===== config.mk =====
export PLATFORM = sky130hd
export DESIGN_NAME = xbsel_ctrl
export DESIGN_NICKNAME = d
export VERILOG_FILES = /design/src/rtl/xbsel_pkg.sv /design/src/rtl/xbsel_dec_if.sv /design/src/rtl/xbsel_decode.sv /design/src/rtl/xbsel_ctrl.sv
export VERILOG_INCLUDE_DIRS = /design/src /design/src/rtl
export SDC_FILE = /design/constraint.sdc
export NUM_CORES = 1
export LEC_CHECK = 0
export ABC_AREA = 0
export BUFFER_PORTS_ARGS = -buffer_cell sky130_fd_sc_hd__buf_2
export CAP_MARGIN = 40
export CORE_MARGIN = 8
export CORE_UTILIZATION = 50
export DETAILED_ROUTE_END_ITERATION = 6
export PLACE_DENSITY = 0.75
export SYNTH_ARGS = -nofsm -noshare
export SYNTH_HDL_FRONTEND = slang
export SYNTH_HIERARCHICAL = 1
export SYNTH_SLANG_ARGS = --single-unit
export TNS_END_PERCENT = 1

===== constraint.sdc =====
create_clock -name clk -period 2.2 [get_ports clk]
set_input_delay 0.44 -clock clk [delete_from_list [all_inputs] [get_ports clk]]
set_output_delay 0.44 -clock clk [all_outputs]
set_load 0.01 [all_outputs]

===== src/rtl/xbsel_defs.svh =====
// constants for the sub-bus select and buffer control block
// assumes: included by its bare name from the package and the rtl modules
`ifndef XBSEL_DEFS_SVH
`define XBSEL_DEFS_SVH

// ----------------------------------------------------------------
// address layout: la[23:17] over sa[16:0]
// ----------------------------------------------------------------
`define XBSEL_ADR_W 24
`define XBSEL_LA_MSB 23
`define XBSEL_LA_LSB 17
`define XBSEL_IO_MSB 15

// boot rom windows, compared on the la field
`define XBSEL_ROM_LA_LOW 7'h07
`define XBSEL_ROM_LA_HIGH 7'h7F
// optional interrupt-controller memory window, la field
`define XBSEL_INTC_LA 7'h7E

// ----------------------------------------------------------------
// fixed i/o ports
// ----------------------------------------------------------------
`define XBSEL_KBC_DATA 16'h0060
`define XBSEL_KBC_CMD 16'h0064
`define XBSEL_RTC_INDEX 16'h0070
`define XBSEL_RTC_DATA 16'h0071

// ----------------------------------------------------------------
// select enable bits
// ----------------------------------------------------------------
`define XBSEL_EN_W 4
`define XBSEL_EN_ROM 0
`define XBSEL_EN_KBC 1
`define XBSEL_EN_RTC 2
`define XBSEL_EN_INTC 3

// ----------------------------------------------------------------
// programmable range: base[15:2] in bits 15:2, size code in 17:16
// ----------------------------------------------------------------
`define XBSEL_PRG_W 18
`define XBSEL_PRG_BASE_MSB 15
`define XBSEL_PRG_BASE_LSB 2
`define XBSEL_PRG_SIZE_MSB 17
`define XBSEL_PRG_SIZE_LSB 16
`define XBSEL_PRG_SZ4 2'h0
`define XBSEL_PRG_SZ8 2'h1
`define XBSEL_PRG_SZ16 2'h2

// ----------------------------------------------------------------
// command bit order and latch strobe timing
// ----------------------------------------------------------------
`define XBSEL_CMD_W 4
`define XBSEL_CMD_IOR 0
`define XBSEL_CMD_IOW 1
`define XBSEL_CMD_MEMR 2
`define XBSEL_CMD_MEMW 3
`define XBSEL_ALE_SYSCLKS 2
`define XBSEL_CNT_W 4

`endif


===== src/rtl/xbsel_pkg.sv =====
// types shared by the sub-bus select and buffer control modules
// assumes: xbsel_defs.svh is reachable on the include path
`include "xbsel_defs.svh"

package xbsel_pkg;

    // address latch strobe sequencer, one-hot
    typedef enum logic [1:0] {
        XBSEL_ALE_IDLE = 2'b01,
        XBSEL_ALE_HOLD = 2'b10
    } xbsel_ale_e;

    // whole state of the control module
    typedef struct packed {
        logic [`XBSEL_CMD_W-1:0] cmd_s1;  // command pins, first stage
        logic [`XBSEL_CMD_W-1:0] cmd_s2;  // command pins, second stage
        logic [`XBSEL_CMD_W-1:0] cmd_d;   // delayed copy for edges
        logic [`XBSEL_ADR_W-1:0] adr_s1;
        logic [`XBSEL_ADR_W-1:0] adr_s2;
        logic [`XBSEL_ADR_W-1:0] adr_hold; // address of an isa master cycle
        logic aen_s1;
        logic aen_s2;
        logic dack_s1;
        logic dack_s2;
        logic sclk_s1;
        logic sclk_s2;
        logic sclk_d;
        logic isa_hold;                    // output enable held for isa master
        xbsel_ale_e ale_st;
        logic [`XBSEL_CNT_W-1:0] ale_cnt;
        logic dir_n;
        logic oe_n;
        logic prg_n;
        logic rom_n;
        logic kbc_n;
        logic rtc_n;
        logic ale;
    } xbsel_state_s;

endpackage


===== src/rtl/xbsel_dec_if.sv =====
// carrier between the control module and its address decoder
// assumes: one clock domain, decoder is purely combinational
`timescale 1ns/1ps
`default_nettype none
`include "xbsel_defs.svh"

interface xbsel_dec_if;
    logic [`XBSEL_ADR_W-1:0] adr;      // synchronised address
    logic [`XBSEL_PRG_W-1:0] prg;      // programmable range setting
    logic rom_hit;
    logic intc_hit;
    logic kbc_hit;
    logic rtc_idx_hit;
    logic rtc_dat_hit;
    logic prg_hit;

    modport ctl (output adr, output prg, input rom_hit, input intc_hit,
        input kbc_hit, input rtc_idx_hit, input rtc_dat_hit, input prg_hit);
    modport dec (input adr, input prg, output rom_hit, output intc_hit,
        output kbc_hit, output rtc_idx_hit, output rtc_dat_hit, output prg_hit);
endinterface

`default_nettype wire


===== src/rtl/xbsel_decode.sv =====
// address decoder for the sub-bus peripherals
// assumes: address already synchronised by the caller
`timescale 1ns/1ps
`default_nettype none
`include "xbsel_defs.svh"

module xbsel_decode
    import xbsel_pkg::*;
(
    xbsel_dec_if.dec dif
);

    // ----------------------------------------------------------------
    // decode
    // ----------------------------------------------------------------
    logic [6:0] la;                     // upper address field
    logic [15:0] io;                    // i/o port address
    logic [15:0] pmask;                 // low bits ignored by range compare
    logic [15:0] pbase;

    // fixed windows and programmable range compare
    always_comb begin
        la = dif.adr[`XBSEL_LA_MSB:`XBSEL_LA_LSB];
        io = dif.adr[`XBSEL_IO_MSB:0];
        pbase = {dif.prg[`XBSEL_PRG_BASE_MSB:`XBSEL_PRG_BASE_LSB], 2'h0};
        unique case (dif.prg[`XBSEL_PRG_SIZE_MSB:`XBSEL_PRG_SIZE_LSB])
            `XBSEL_PRG_SZ4: pmask = 16'hFFFC;
            `XBSEL_PRG_SZ8: pmask = 16'hFFF8;
            `XBSEL_PRG_SZ16: pmask = 16'hFFF0;
            default: pmask = 16'h0000; // size code 3: range off
        endcase
        dif.rom_hit = (la == `XBSEL_ROM_LA_LOW) || (la == `XBSEL_ROM_LA_HIGH);
        dif.intc_hit = (la == `XBSEL_INTC_LA);
        dif.kbc_hit = (io == `XBSEL_KBC_DATA) || (io == `XBSEL_KBC_CMD);
        dif.rtc_idx_hit = (io == `XBSEL_RTC_INDEX);
        dif.rtc_dat_hit = (io == `XBSEL_RTC_DATA);
        // a zero mask means disabled, so never match
        dif.prg_hit = (pmask != 16'h0000) && ((io & pmask) == (pbase & pmask));
    end

endmodule

`default_nettype wire


===== src/rtl/xbsel_ctrl.sv =====
// sub-bus chip select and data transceiver control, top module
// assumes: isa commands, address, aen, dack and sysclk arrive from pins;
// cycle-source flags and enables come from logic on clk
//
// each output trails its pin cause by three clk cycles
// command pulses under one clk cycle may be missed
// the address must stand still around a command edge,
// as it is synchronised bit by bit and could tear
// cycle-source flags are trusted as clk-domain levels
// sysclk is only sampled and counted, never used as a clock
`timescale 1ns/1ps
`default_nettype none
`include "xbsel_defs.svh"

module xbsel_ctrl
    import xbsel_pkg::*;
#(
    parameter int ALE_SYSCLKS = `XBSEL_ALE_SYSCLKS, // latch strobe length
    parameter bit HAS_INTC_SPACE = 1'b0             // intc memory window option
)
(
    input wire logic clk,
    input wire logic reset_n,

    // isa side pins, asynchronous to clk
    input wire logic ior_n,
    input wire logic iow_n,
    input wire logic memr_n,
    input wire logic memw_n,
    input wire logic [16:0] sa,
    input wire logic [23:17] la,
    input wire logic aen,
    input wire logic dack_n,
    input wire logic sysclk,

    // cycle source, from bridge logic on clk
    input wire logic pci_cycle,
    input wire logic isa_master_cycle,
    input wire logic subtractive_isa,
    input wire logic dma_xbus_read,

    // configuration, from logic on clk
    input wire logic [`XBSEL_EN_W-1:0] xbus_select_enable_reg,
    input wire logic [`XBSEL_PRG_W-1:0] prog_select_range_reg,

    // sub-bus outputs
    output logic xbus_direction_n,
    output logic xbus_output_enable_n,
    output logic programmable_select_n,
    output logic boot_rom_select_n,
    output logic keyboard_ctrl_select_n,
    output logic clock_chip_select_n,
    output logic clock_chip_addr_latch
);

    // ----------------------------------------------------------------
    // elaboration checks
    // ----------------------------------------------------------------
    // the strobe counter is a fixed field of the state struct
    // and a strobe of no sysclks could never be seen
    if (ALE_SYSCLKS < 1 || ALE_SYSCLKS > 15) begin : g_bad_ale
        $error("ALE_SYSCLKS must lie in 1..15");
    end

    // last count before the strobe drops
    localparam logic [`XBSEL_CNT_W-1:0] ALE_LAST = (`XBSEL_CNT_W)'(ALE_SYSCLKS - 1);

    // ----------------------------------------------------------------
    // state and decoder
    // ----------------------------------------------------------------
    xbsel_state_s cur_ff;   // registered state
    xbsel_state_s nxt_st;   // next state
    xbsel_dec_if dif ();    // carrier to the decoder

    // the decoder is pure logic on the synchronised address
    xbsel_decode u_dec (
        .dif(dif.dec)
    );

    // decoder works on the synchronised address only
    assign dif.adr = cur_ff.adr_s2;
    // the range setting is already on clk and needs no flops
    assign dif.prg = prog_select_range_reg;

    // ----------------------------------------------------------------
    // next-state logic
    // ----------------------------------------------------------------
    // working values, all set on every pass of the next-state process
    logic [`XBSEL_CMD_W-1:0] cmd_low;   // command asserted
    logic [`XBSEL_CMD_W-1:0] cmd_fall;  // command just asserted
    logic any_low;
    logic any_fall;

    logic dma;                          // dma owns the bus
    logic sclk_rise;
    logic io_cmd;

    logic mem_rd_dir;
    logic hit_en;                       // enabled peripheral decoded
    logic prg_sel;
    logic oe_cmd;

    // one process computes the whole next state
    always_comb begin
        nxt_st = cur_ff;

        // two-flop synchronisers; stage one feeds stage two only
        // stage one may be metastable, so no decode reads it
        nxt_st.cmd_s1 = {memw_n, memr_n, iow_n, ior_n};
        nxt_st.cmd_s2 = cur_ff.cmd_s1;
        nxt_st.cmd_d = cur_ff.cmd_s2;

        nxt_st.adr_s1 = {la, sa};
        nxt_st.adr_s2 = cur_ff.adr_s1;

        nxt_st.aen_s1 = aen;
        nxt_st.aen_s2 = cur_ff.aen_s1;

        nxt_st.dack_s1 = dack_n;
        nxt_st.dack_s2 = cur_ff.dack_s1;

        nxt_st.sclk_s1 = sysclk;
        nxt_st.sclk_s2 = cur_ff.sclk_s1;
        nxt_st.sclk_d = cur_ff.sclk_s2;

        // edges are taken from stage two and its delayed copy
        // aen high marks a dma cycle, which owns the address
        cmd_low = ~cur_ff.cmd_s2;
        cmd_fall = cur_ff.cmd_d & ~cur_ff.cmd_s2;
        any_low = |cmd_low;
        any_fall = |cmd_fall;

        dma = cur_ff.aen_s2;
        sclk_rise = cur_ff.sclk_s2 & ~cur_ff.sclk_d;

        io_cmd = cmd_low[`XBSEL_CMD_IOR] | cmd_low[`XBSEL_CMD_IOW];

        // --- transceiver direction ---
        // low points the transceiver toward the system data bus
        // an i/o read turns it even for a target off the sub-bus
        // memory read decode
        // pci may also hit intc window
        mem_rd_dir = cmd_low[`XBSEL_CMD_MEMR] & ~dma
            & (dif.rom_hit | (HAS_INTC_SPACE & pci_cycle & dif.intc_hit));

        nxt_st.dir_n = ~((cmd_low[`XBSEL_CMD_IOR] & ~dma) | mem_rd_dir
            | (~cur_ff.dack_s2 & dma_xbus_read));

        // --- programmable select ---
        // cycle flags are clk-domain levels, stable through the cycle
        // a programmable hit also opens the transceiver below
        // subtractive pci i/o in range
        prg_sel = pci_cycle & subtractive_isa & io_cmd & ~dma & dif.prg_hit;
        nxt_st.prg_n = ~prg_sel;

        // --- output enable ---
        // cpu and pci cycles release with the command; isa masters
        // hold it until the address moves, as their data may linger
        // enabled peripheral decode only
        hit_en = (dif.rom_hit & xbus_select_enable_reg[`XBSEL_EN_ROM])
            | (dif.kbc_hit & io_cmd & xbus_select_enable_reg[`XBSEL_EN_KBC])
            | ((dif.rtc_idx_hit | dif.rtc_dat_hit) & io_cmd
                & xbus_select_enable_reg[`XBSEL_EN_RTC])
            | (HAS_INTC_SPACE & pci_cycle & dif.intc_hit
                & xbus_select_enable_reg[`XBSEL_EN_INTC])
            | prg_sel;

        // cpu/pci: active while the command is low
        oe_cmd = ~isa_master_cycle & any_low & ~dma & hit_en;

        // isa master: caught at the command fall
        if (isa_master_cycle && any_fall && !dma && hit_en) begin
            nxt_st.isa_hold = 1'b1;
            // remember the address; any change ends the hold
            nxt_st.adr_hold = cur_ff.adr_s2;
        end else if (cur_ff.isa_hold && (cur_ff.adr_s2 != cur_ff.adr_hold)) begin
            // isa master released on address change
            nxt_st.isa_hold = 1'b0;
        end
        nxt_st.oe_n = ~(oe_cmd | nxt_st.isa_hold);

        // --- fixed chip selects ---
        // enable bits gate only the transceiver, never a select
        // dma drives its own address, which must not open the rom
        // rom decode from address lines
        nxt_st.rom_n = ~(dif.rom_hit & ~dma);

        nxt_st.kbc_n = ~(dif.kbc_hit & io_cmd & ~dma);

        // the index port has no select; the latch strobe serves it
        // clock chip data port
        nxt_st.rtc_n = ~(dif.rtc_dat_hit & io_cmd & ~dma);

        // --- address latch strobe ---
        // counted in synchronised sysclk rises, so the length may be
        // short of the ideal by up to one sysclk period, but never beyond it
        unique case (cur_ff.ale_st)
            XBSEL_ALE_IDLE: begin
                if (cmd_fall[`XBSEL_CMD_IOW] && dif.rtc_idx_hit && !dma) begin
                    nxt_st.ale_st = XBSEL_ALE_HOLD;
                    nxt_st.ale_cnt = '0;
                    nxt_st.ale = 1'b1;
                end
            end
            XBSEL_ALE_HOLD: begin
                if (sclk_rise) begin
                    if (cur_ff.ale_cnt == ALE_LAST) begin
                        // last counted rise drops the strobe
                        nxt_st.ale_st = XBSEL_ALE_IDLE;
                        nxt_st.ale = 1'b0;
                    end else begin
                        nxt_st.ale_cnt = cur_ff.ale_cnt + 1'b1;
                    end
                end
            end
            default: begin
                // illegal code: recover to idle, strobe off
                nxt_st.ale_st = XBSEL_ALE_IDLE;
                nxt_st.ale = 1'b0;
            end
        endcase
    end

    // ----------------------------------------------------------------
    // state register
    // ----------------------------------------------------------------
    // synchronous reset; commands and acknowledge reset idle-high so the
    // first edge after release is not mistaken for a falling command
    // the state code resets to idle, the active-low outputs high, the rest to zero: strobe off, hold clear
    always_ff @(posedge clk) begin
        if (!reset_n) begin
            cur_ff <= '0;
            cur_ff.cmd_s1 <= '1;
            cur_ff.cmd_s2 <= '1;
            cur_ff.cmd_d <= '1;

            cur_ff.dack_s1 <= 1'b1;
            cur_ff.dack_s2 <= 1'b1;
            cur_ff.ale_st <= XBSEL_ALE_IDLE;
            // outputs parked inactive
            cur_ff.dir_n <= 1'b1;
            cur_ff.oe_n <= 1'b1;
            cur_ff.prg_n <= 1'b1;
            cur_ff.rom_n <= 1'b1;
            cur_ff.kbc_n <= 1'b1;
            cur_ff.rtc_n <= 1'b1;
        end else begin
            cur_ff <= nxt_st;
        end
    end

    // ----------------------------------------------------------------
    // outputs, all straight from flops
    // ----------------------------------------------------------------
    // no output can glitch while the address settles
    assign xbus_direction_n = cur_ff.dir_n;
    assign xbus_output_enable_n = cur_ff.oe_n;

    assign programmable_select_n = cur_ff.prg_n;
    assign boot_rom_select_n = cur_ff.rom_n;
    assign keyboard_ctrl_select_n = cur_ff.kbc_n;
    assign clock_chip_select_n = cur_ff.rtc_n;

    assign clock_chip_addr_latch = cur_ff.ale;

endmodule

`default_nettype wire


==> impl_metrics.py, run 1 <==
metrics = {
    "setup_path": {
        "worst-r2r-setup-slack_ns": -0.13,
        "worstSetupStartpointType": "flop",
        "cp_max_fo": 8,
        "endpoint_kind": "flop",
        "r2r_start": "dif.adr[10]",
        "cp.arrival_ns": 2.59,
        "worstSetupPathType": "flop to flop",
        "r2r_end": "cur_ff[24]",
        "worstRegToRegCells": 11,
        "crit_required_ns": 2.46,
    },
    "sta": {
        "max_freq_mhz": 429,
        "drv_slew": 0,
        "tightest_slew_ns": 0.435,
        "fin_tns_setup_ns": -2.65,
        "final.period_utilization_pct": 106,
        "finalHoldViolCount": 0,
        "rsz0062_at_grt": "true",
        "relSlewSlack_pct": 71.0,
        "worst_slack_ns": -0.130,
        "finalCriticalPeriod_ns": 2.33,
        "setup_viol": 25,
        "skew_ns": 0.0128,
    },
    "logic_synthesis": {
        "yosys_warnings": 6,
        "synth_area_sq_um": 3920,
        "synth.avg_cell_area_sq_um": 10.1,
        "syn_nets": 449,
        "netlist_instances": 388,
    },
    "hold_path": {
        "hold_class": "input port to flop",
        "whs_path_depth": 2,
        "hold_end": "cur_ff[102]",
        "hp-start": "iow_n",
    },
    "cts": {
        "cts.sinks": 104,
        "htree_levels": 3,
        "cts-root-buf": "clkbuf_8",
        "cts_tree": "built",
        "clock_path_buffers": 2,
        "clkLatencyLatePin_ns": 0.35,
        "cts_buffers": 9,
        "clk_pin_slew_ns": 0.10,
    },
    "floorplanning": {
        "die_h_microns": 105,
        "core_area_sq_um": 7650,
        "start_util_pct": 51.3,
        "io_pins": 66,
        "rows": 32,
        "die_x_microns": 105,
        "die-area_sq_um": 10900,
    },
    "flow_run": {
        "max_cap_violations": 0,
    },
    "run_status": {
        "violations": "negative setup slack",
        "status": "finished with violations",
    },
    "drt": {
        "drt_iter0_drc": 129,
        "ant_nets": 0,
        "dr.pass1.iters": 6,
        "routed_wl_mm": 7.85,
        "viasPerCell": 4.87,
        "vias": 2834,
        "route.detailed.drc": 0,
        "wl_per_cell_microns": 13.5,
    },
    "global_routing": {
        "grt_pass1_wl_mm": 12.8,
        "met2_usage_pct": 25.4,
        "grt_pass1_vias": 2875,
        "grt_start_max_net_pins": 111,
        "overflow": 0,
        "antenna_found_initial": 0,
        "busiest_layer": "met2",
        "track_usage_pct": 14.2,
        "use_met1_pct": 15.5,
        "grtUsageMet3_pct": 3.13,
    },
    "cells_and_area": {
        "area.growth.synth_to_final_pct": 29.1,
        "layoutNonFillerInstCount": 582,
        "drive_gt1_share_pct": 36.3,
        "antennaDiodeCount": 0,
        "design_area_sq_um": 5060,
        "nFillCells": 587,
        "nNetsFinal": 536,
    },
    "place": {
        "placedCellCount": 556,
        "hpwl_mm": 5.40,
        "globalplace.congestion": 0.805,
        "dpl_cell_area_sq_um": 4480,
        "port_buffers": 62,
        "dp_slack_ns": -0.340,
    },
    "power": {
        "total_power_uw": 3320,
        "power_density_nw_per_um2": 655,
        "peakVddDrop_mv": 0.411,
        "power_leakage_uw": 0.00203,
    },
}
final cells by class:
type,instances,area [sq um],share of cell area [%]
clock buffers,9,124,2.45
clock inverters,7,61.3,1.21
well taps,102,128,2.52
repair buffers,95,739,14.6
flip-flops and latches,104,2100,41.4
multi-input cells,262,1900,37.6
inverters,3,11.3,0.222
layer usage:
layer	up-vias	part of all wire [%]	routed length [microns]
li1	1463	-	-
met5	-	0	0
met1	1309	43	3350
met2	48	52	4090
met4	0	2.0	158
met3	14	3.1	242
flip-flops by register name (all words and copies together), names as in the netlist:
| name | flops |
|---|---|
| boot_rom_select_n | 1 |
| dma | 1 |
| clock_chip_select_n | 1 |
| keyboard_ctrl_select_n | 1 |
| xbus_output_enable_n | 1 |
| dif.adr | 24 |
| clock_chip_addr_latch | 1 |
| cur_ff | 72 |
| programmable_select_n | 1 |
| xbus_direction_n | 1 |
stage by stage:
stage | util, % | hold slack [ns]
4_1_cts | 64.8 | 0.249
5_1_grt | 66.2 | 0.254
3_5_place_dp | 58.6 | 0.392
6_report | 66.2 | 0.267
3_3_place_gp | 58.6 | 0.388
2_1_floorplan | - | 0.386
worst max-delay path, cell delays in order (launching register included):
cell and delay [ns]:
dfxtp_2 0.34, or4_4 0.59, nor4_4 0.27, buf_4 0.16
o21ai_2 0.05, a21oi_1 0.13, buf_4 0.15, o21ai_4 0.09
buf_12 0.17, buf_12 0.13, nand3_1 0.09, o21ai_2 0.06
worst max-delay path by stage:
| stage | startpoint | endpoint | slack, ns | cells past startpoint |
|---|---|---|---|---|
| final | dif.adr[10] | cur_ff[24] | -0.13 | 11 |
| after global placement | prog_select_range_reg[3] | cur_ff[26] | -0.23 | 12 |
| after global routing | dif.adr[10] | cur_ff[41] | -0.21 | 11 |
| after detailed placement | prog_select_range_reg[3] | cur_ff[27] | -0.34 | 12 |
| after floorplan | dif.adr[11] | cur_ff[36] | 0.06 | 9 |
| after CTS | dif.adr[11] | cur_ff[28] | -0.08 | 13 |
layout by cell type, fill, tap and decap left out, types with 2 or more instances in the layout:
cell type   count
dfxtp_1        92
buf_2          61
and2_1         53
nand2_1        32
nand2b_1       25
nand3_2        19
buf_4          19
xnor2_1        17
o21ai_1        15
xor2_1         15
o21ai_2        12
dfxtp_2        12
clkbuf_8        9
nor2_1          8
nand3_1         8
nand4_1         7
xnor2_2         7
buf_12          6
buf_6           5
a21oi_1         4
inv_1           3
o21ai_0         3
or3_1           3
nor4_1          3
inv_6           3
buf_16          3
nor4_4          3
nor2b_1         2
a21boi_1        2
nand4b_1        2
ha_1            2
clkinvlp_4      2
report_power, final:
part	switching (uW)	internal (uW)	leakage, uW	total [uW]
clock network	668	434	0.0000888	1100
registers	29.9	1940	0.000857	1970
logic	114	133	0.00109	247
repair_timing:
| item | CTS | global route |
|---|---|---|
| gates cloned | 4 | 0 |
| pin swaps | 17 | 8 |
| setup buffers | 5 | 2 |
| setup endpoints to repair | 29 | 28 |
| hold buffers | 0 | 0 |
| gates resized for setup | 37 | 19 |
No activity file was read; power rests on OpenSTA's default activity.
==> run 2: changes to the inputs <==
- ABC_AREA: 0 -> 1
==> run 2 against run 1 <==
Against the previous run: the flow now finishes without violations; critical path depth rose by 5; power increased by 0.29%; final cell count increased by 30%; core utilization shrank 6.8 points; clock-buffer cell count did not move; non-clock buffer count fell by 24; routed wire length grew 7.5%; worst hold slack got worse by 0.019 ns; first-iteration DRC count rose by 18%; largest cell class unchanged; largest power group unchanged; cell area fell by 4.2%; worst setup slack gained 0.33 ns.
==> impl_metrics.py, run 2 <==
metrics = {
    "run_status": {
        "status": "finished clean",
    },
    "drt": {
        "dr.pass1.iters": 4,
        "drt_iter0_drc": 152,
        "viasPerCell": 4.65,
        "routed_wl_mm": 8.44,
        "vias": 3528,
        "route.detailed.drc": 0,
        "wl_per_cell_microns": 11.1,
        "ant_nets": 0,
    },
    "place": {
        "hpwl_mm": 6.15,
        "globalplace.congestion": 0.789,
        "port_buffers": 62,
        "placedCellCount": 743,
    },
    "cells_and_area": {
        "regMostFlops": "cur_ff",
        "nNetsFinal": 710,
        "antennaDiodeCount": 0,
        "layoutNonFillerInstCount": 759,
        "area.growth.synth_to_final_pct": 15.8,
        "final_common_cell": "nand2_1",
        "largest_reg_flops": 72,
        "layout_common_cells": "nand2_1 (180), inv_1 (114), dfxtp_1 (101)",
        "drive_gt1_share_pct": 17.9,
    },
    "sta": {
        "tightest_slew_ns": 0.594,
        "relSlewSlack_pct": 60.4,
        "final.period_utilization_pct": 90.9,
        "fin_tns_setup_ns": 0,
        "skew_ns": 0.0104,
        "finalCriticalPeriod_ns": 2.00,
        "drv_slew": 0,
        "max_freq_mhz": 500,
        "setup_viol": 0,
        "finalHoldViolCount": 0,
        "rsz0062_at_grt": "false",
    },
    "setup_path": {
        "path_cells": "inv_1 -> nand2_1 -> nand2_1 -> nor2_2 -> nand2_1 -> nor2_2 -> nand2_1 -> nor2_2 -> nand2_1 -> nor2_1 -> nand2_1 -> nand4_4 -> nand2_4 -> buf_12 -> nand2_1 -> a21oi_1",
        "slowest_stage": "dfxtp_2",
        "r2r_start": "dif.adr[12]",
        "setup.worst_path.start": "dif.adr[12]",
        "cp_common_cell": "nand2_1",
        "cp_max_fo": 12,
        "critPathTopFamily": "simple AND/OR/NAND/NOR gates",
        "worstSetupStartpointType": "flop",
        "worstSetupPathType": "flop to flop",
        "crit_required_ns": 2.44,
        "crit_buf_inv": 2,
        "cp.arrival_ns": 2.24,
        "endpoint_kind": "flop",
        "r2r_end": "cur_ff[38]",
        "worst-r2r-setup-slack_ns": 0.20,
        "crit_path_max_incr_delay_ns": 0.41,
        "worstRegToRegCells": 16,
    },
    "logic_synthesis": {
        "yosys_warnings": 6,
        "syn_nets": 645,
        "synth.avg_cell_area_sq_um": 7.18,
        "netlist_instances": 584,
        "synth_area_sq_um": 4190,
    },
    "floorplanning": {
        "rows": 33,
        "die_x_microns": 108,
        "core_area_sq_um": 8180,
        "start_util_pct": 51.3,
        "die_h_microns": 108,
        "die-area_sq_um": 11600,
        "io_pins": 66,
    },
    "cts": {
        "clkLatencyLatePin_ns": 0.36,
        "ctsHoldBuffers": 0,
        "htree_levels": 3,
        "cts.sinks": 104,
        "clock_path_buffers": 2,
        "cts_buffers": 9,
        "cts_tree": "built",
        "cts-root-buf": "clkbuf_8",
        "clk_pin_slew_ns": 0.10,
    },
    "global_routing": {
        "overflow": 0,
        "grt_start_max_net_pins": 64,
        "grt_pass1_wl_mm": 14.3,
        "track_usage_pct": 15.0,
        "grt_pass1_vias": 3378,
        "antenna_found_initial": 0,
    },
    "power": {
        "peakVddDrop_mv": 0.370,
        "power_leakage_uw": 0.00247,
        "power_density_nw_per_um2": 686,
    },
    "hold_path": {
        "hold_class": "input port to flop",
        "whs_path_depth": 3,
        "hold_end": "cur_ff[77]",
        "hp-start": "sa[8]",
    },
    "flow_run": {
        "max_cap_violations": 0,
    },
}
-- run 2: metrics by stage --
stage | worst slack, ns | area, sq um | hold slack [ns] | util [%] | power, uW
floorplan | 0.462 | 4190 | 0.390 | - | 2160
global route | 0.0135 | 4850 | 0.240 | 59.4 | 3480
global placement | 0.131 | 4640 | 0.394 | 56.7 | 2250
detailed placement | 0.0891 | 4640 | 0.395 | 56.7 | 2260
finish | 0.201 | 4850 | 0.248 | 59.4 | 3330
CTS | 0.0719 | 4820 | 0.233 | 59.0 | 3360
-- run 2: worst max-delay path by stage --
stage | endpoint | cells after the start
floorplan | xbus_output_enable_n | 16
global placement | cur_ff[23] | 16
detailed placement | cur_ff[30] | 16
CTS | cur_ff[38] | 15
global route | cur_ff[31] | 15
finish | cur_ff[38] | 16
-- run 2: cell type report --
type,instances,area (sq um)
Fill cell,768,3320
Sequential cell,104,2090
Multi-Input combinational cell,343,1590
Clock inverter,7,63.8
Inverter,120,450
Clock buffer,9,124
Timing Repair Buffer,71,410
Tap cell,105,131
-- run 2: repair_timing --
item | in CTS | in global routing
setup endpoints to repair | 0 | 29
setup buffers | 0 | 0
gates resized for setup | 0 | 10
-- run 2: worst min-delay path, delay by kind of cell --
kind	cells	cell delay, ns
buffers and inverters	2	0.11
AND/OR/NAND/NOR	1	0.04
-- run 2: metal layers --
layer	part of all wire [%]	global-route usage [%]
met2	47	24.6
met4	1.8	7.33
met3	6.3	3.11
met5	0	0
met1	45	18.3
-- run 2: power breakdown --
group	switching [uW]	internal (uW)
clock network	678	435
registers	32.3	1940
logic	141	102
total	852	2480
==> run 3: changes to the inputs <==
- PLACE_DENSITY: 0.75 -> 0.72
- clock period: 2.2 -> 2 ns (I/O delays scaled with it)
==> run 3 against run 2 <==
Against the previous run: worst setup slack worse by 0.17 ns; flip-flop and latch count unchanged; largest power group unchanged; sequential power is 9.6% higher; critical endpoint is now cur_ff[22].
==> impl_metrics.py, run 3 (same netlist as run 2, synthesis figures left out) <==
metrics = {
    "sta": {
        "fin_tns_setup_ns": 0,
        "relSlewSlack_pct": 73.3,
        "hold_slack_ns": 0.213,
        "tightest_slew_ns": 0.400,
        "finalHoldViolCount": 0,
        "setup_viol": 0,
        "rsz0062_at_grt": "true",
        "skew_ns": 0.0117,
        "drv_slew": 0,
        "max_freq_mhz": 508,
        "final.period_utilization_pct": 98.5,
        "finalCriticalPeriod_ns": 1.97,
    },
    "floorplanning": {
        "core_area_sq_um": 8180,
        "start_util_pct": 51.3,
        "io_pins": 66,
        "die-area_sq_um": 11600,
        "rows": 33,
        "die_x_microns": 108,
        "die_h_microns": 108,
    },
    "setup_path": {
        "crit_path_max_incr_delay_ns": 0.37,
        "r2r_end": "cur_ff[22]",
        "slowest_stage": "dfxtp_4",
        "worst-r2r-setup-slack_ns": 0.03,
        "worstSetupPathType": "flop to flop",
        "worstSetupStartpointType": "flop",
        "path_cells": "buf_4 -> nor3_2 -> nand3_1 -> nor3_2 -> o211ai_1 -> nand4_4 -> nand2_4 -> buf_12 -> nand2_1 -> a21oi_1",
        "crit_required_ns": 2.23,
        "critPathTopFamily": "simple AND/OR/NAND/NOR gates",
        "endpoint_kind": "flop",
        "cp_common_cell": "nor3_2",
        "cp_max_fo": 9,
        "r2r_start": "dif.adr[7]",
        "crit_buf_inv": 2,
        "cp.arrival_ns": 2.20,
        "worstRegToRegCells": 10,
    },
    "cts": {
        "cts.sinks": 104,
        "cts-root-buf": "clkbuf_8",
        "cts_tree": "built",
        "clkLatencyLatePin_ns": 0.36,
        "ctsHoldBuffers": 0,
        "clk_pin_slew_ns": 0.10,
        "cts_buffers": 9,
        "htree_levels": 3,
        "clock_path_buffers": 2,
    },
    "hold_path": {
        "hold_end": "cur_ff[20]",
        "hp-start": "aen",
        "hold_class": "input port to flop",
        "whs_path_depth": 3,
    },
    "place": {
        "port_buffers": 62,
        "globalplace.congestion": 0.829,
        "hpwl_mm": 6.08,
        "dpl_cell_area_sq_um": 4720,
    },
    "drt": {
        "dr.pass1.iters": 4,
        "viasPerCell": 4.55,
        "ant_nets": 0,
        "vias": 3501,
        "routed_wl_mm": 8.32,
        "drt_iter0_drc": 117,
        "route.detailed.drc": 0,
        "wl_per_cell_microns": 10.8,
    },
    "cells_and_area": {
        "design_area_sq_um": 4990,
        "multi_input_area_sq_um": 1610,
        "antennaDiodeCount": 0,
        "regMostFlops": "cur_ff",
        "seqCellArea_sq_um": 2090,
        "largest_reg_flops": 72,
        "nNetsFinal": 720,
        "drive_gt1_share_pct": 20.8,
        "nFillCells": 742,
        "area.growth.synth_to_final_pct": 19.0,
        "final_common_cell": "nand2_1",
        "layout_common_cells": "nand2_1 (175), inv_1 (112), dfxtp_1 (99)",
    },
    "global_routing": {
        "grt_start_max_net_pins": 43,
        "track_usage_pct": 14.8,
        "overflow": 0,
        "grt_pass1_vias": 3305,
        "grt_pass1_wl_mm": 14.1,
        "antenna_found_initial": 0,
    },
    "flow_run": {
        "max_cap_violations": 0,
    },
    "power": {
        "power_density_nw_per_um2": 753,
        "power_leakage_uw": 0.00254,
        "peakVddDrop_mv": 0.426,
        "total_power_uw": 3750,
    },
    "run_status": {
        "status": "finished clean",
    },
}
-- run 3: changes by cell type in the layout (fill, tap and decap cells not counted), sizes merged --
cell / before / now
bufinv: 0 / 1
clkinv: 3 / 2
buf: 71 / 81
-- run 3: how the worst max path moves through the flow --
stage,start,endpoint,slack (ns),cells past startpoint
after floorplan,dif.adr[7],xbus_output_enable_n,0.29,16
after global placement,prog_select_range_reg[7],cur_ff[22],-0.02,16
after detailed placement,prog_select_range_reg[13],cur_ff[36],-0.09,13
after CTS,dif.adr[7],cur_ff[10],0.005,10
after global routing,dif.adr[14],cur_ff[27],-0.08,16
final,dif.adr[7],cur_ff[22],0.03,10
-- run 3: stage by stage --
stage	util, %	instances	setup slack (ns)
3_3_place_gp	57.7	752	-0.0191
4_1_cts	60.4	768	0.00510
6_report	61.0	769	0.0300
2_1_floorplan	-	584	0.286
3_5_place_dp	57.7	752	-0.0946
5_1_grt	61.0	769	-0.0759
-- run 3: metal layers --
metal  wire length, microns  GRT usage, %
met2                   3930          24.6
met5                      0             0
met1                   3910          17.9
met3                    386          3.47
met4                     96          6.14
-- run 3: worst register-to-register path, cell delays in order, from the launching register on --
cell and delay, ns:
dfxtp_4 0.37, buf_4 0.15, nor3_2 0.24, nand3_1 0.16, nor3_2 0.23, o211ai_1 0.18
nand4_4 0.15, nand2_4 0.11, buf_12 0.16, nand2_1 0.05, a21oi_1 0.05
-- run 3: layout make-up --
class,instances,area share [%]
multi-input cells,343,32.2
repair buffers,81,10.1
well taps,105,2.63
clock inverters,7,1.58
clock buffers,9,2.48
inverters,120,9.03
flip-flops and latches,104,41.9
-- run 3: power breakdown --
part / switching, uW / internal, uW
Clock: 718 / 594
Combinational: 159 / 120
Sequential: 32.5 / 2130
Total: 909 / 2850
-- run 3: what timing repair did --
action                     CTS  global route
pin swaps                    0             8
setup endpoints to repair    6            29
setup buffers                0             1
gates resized for setup      4            21
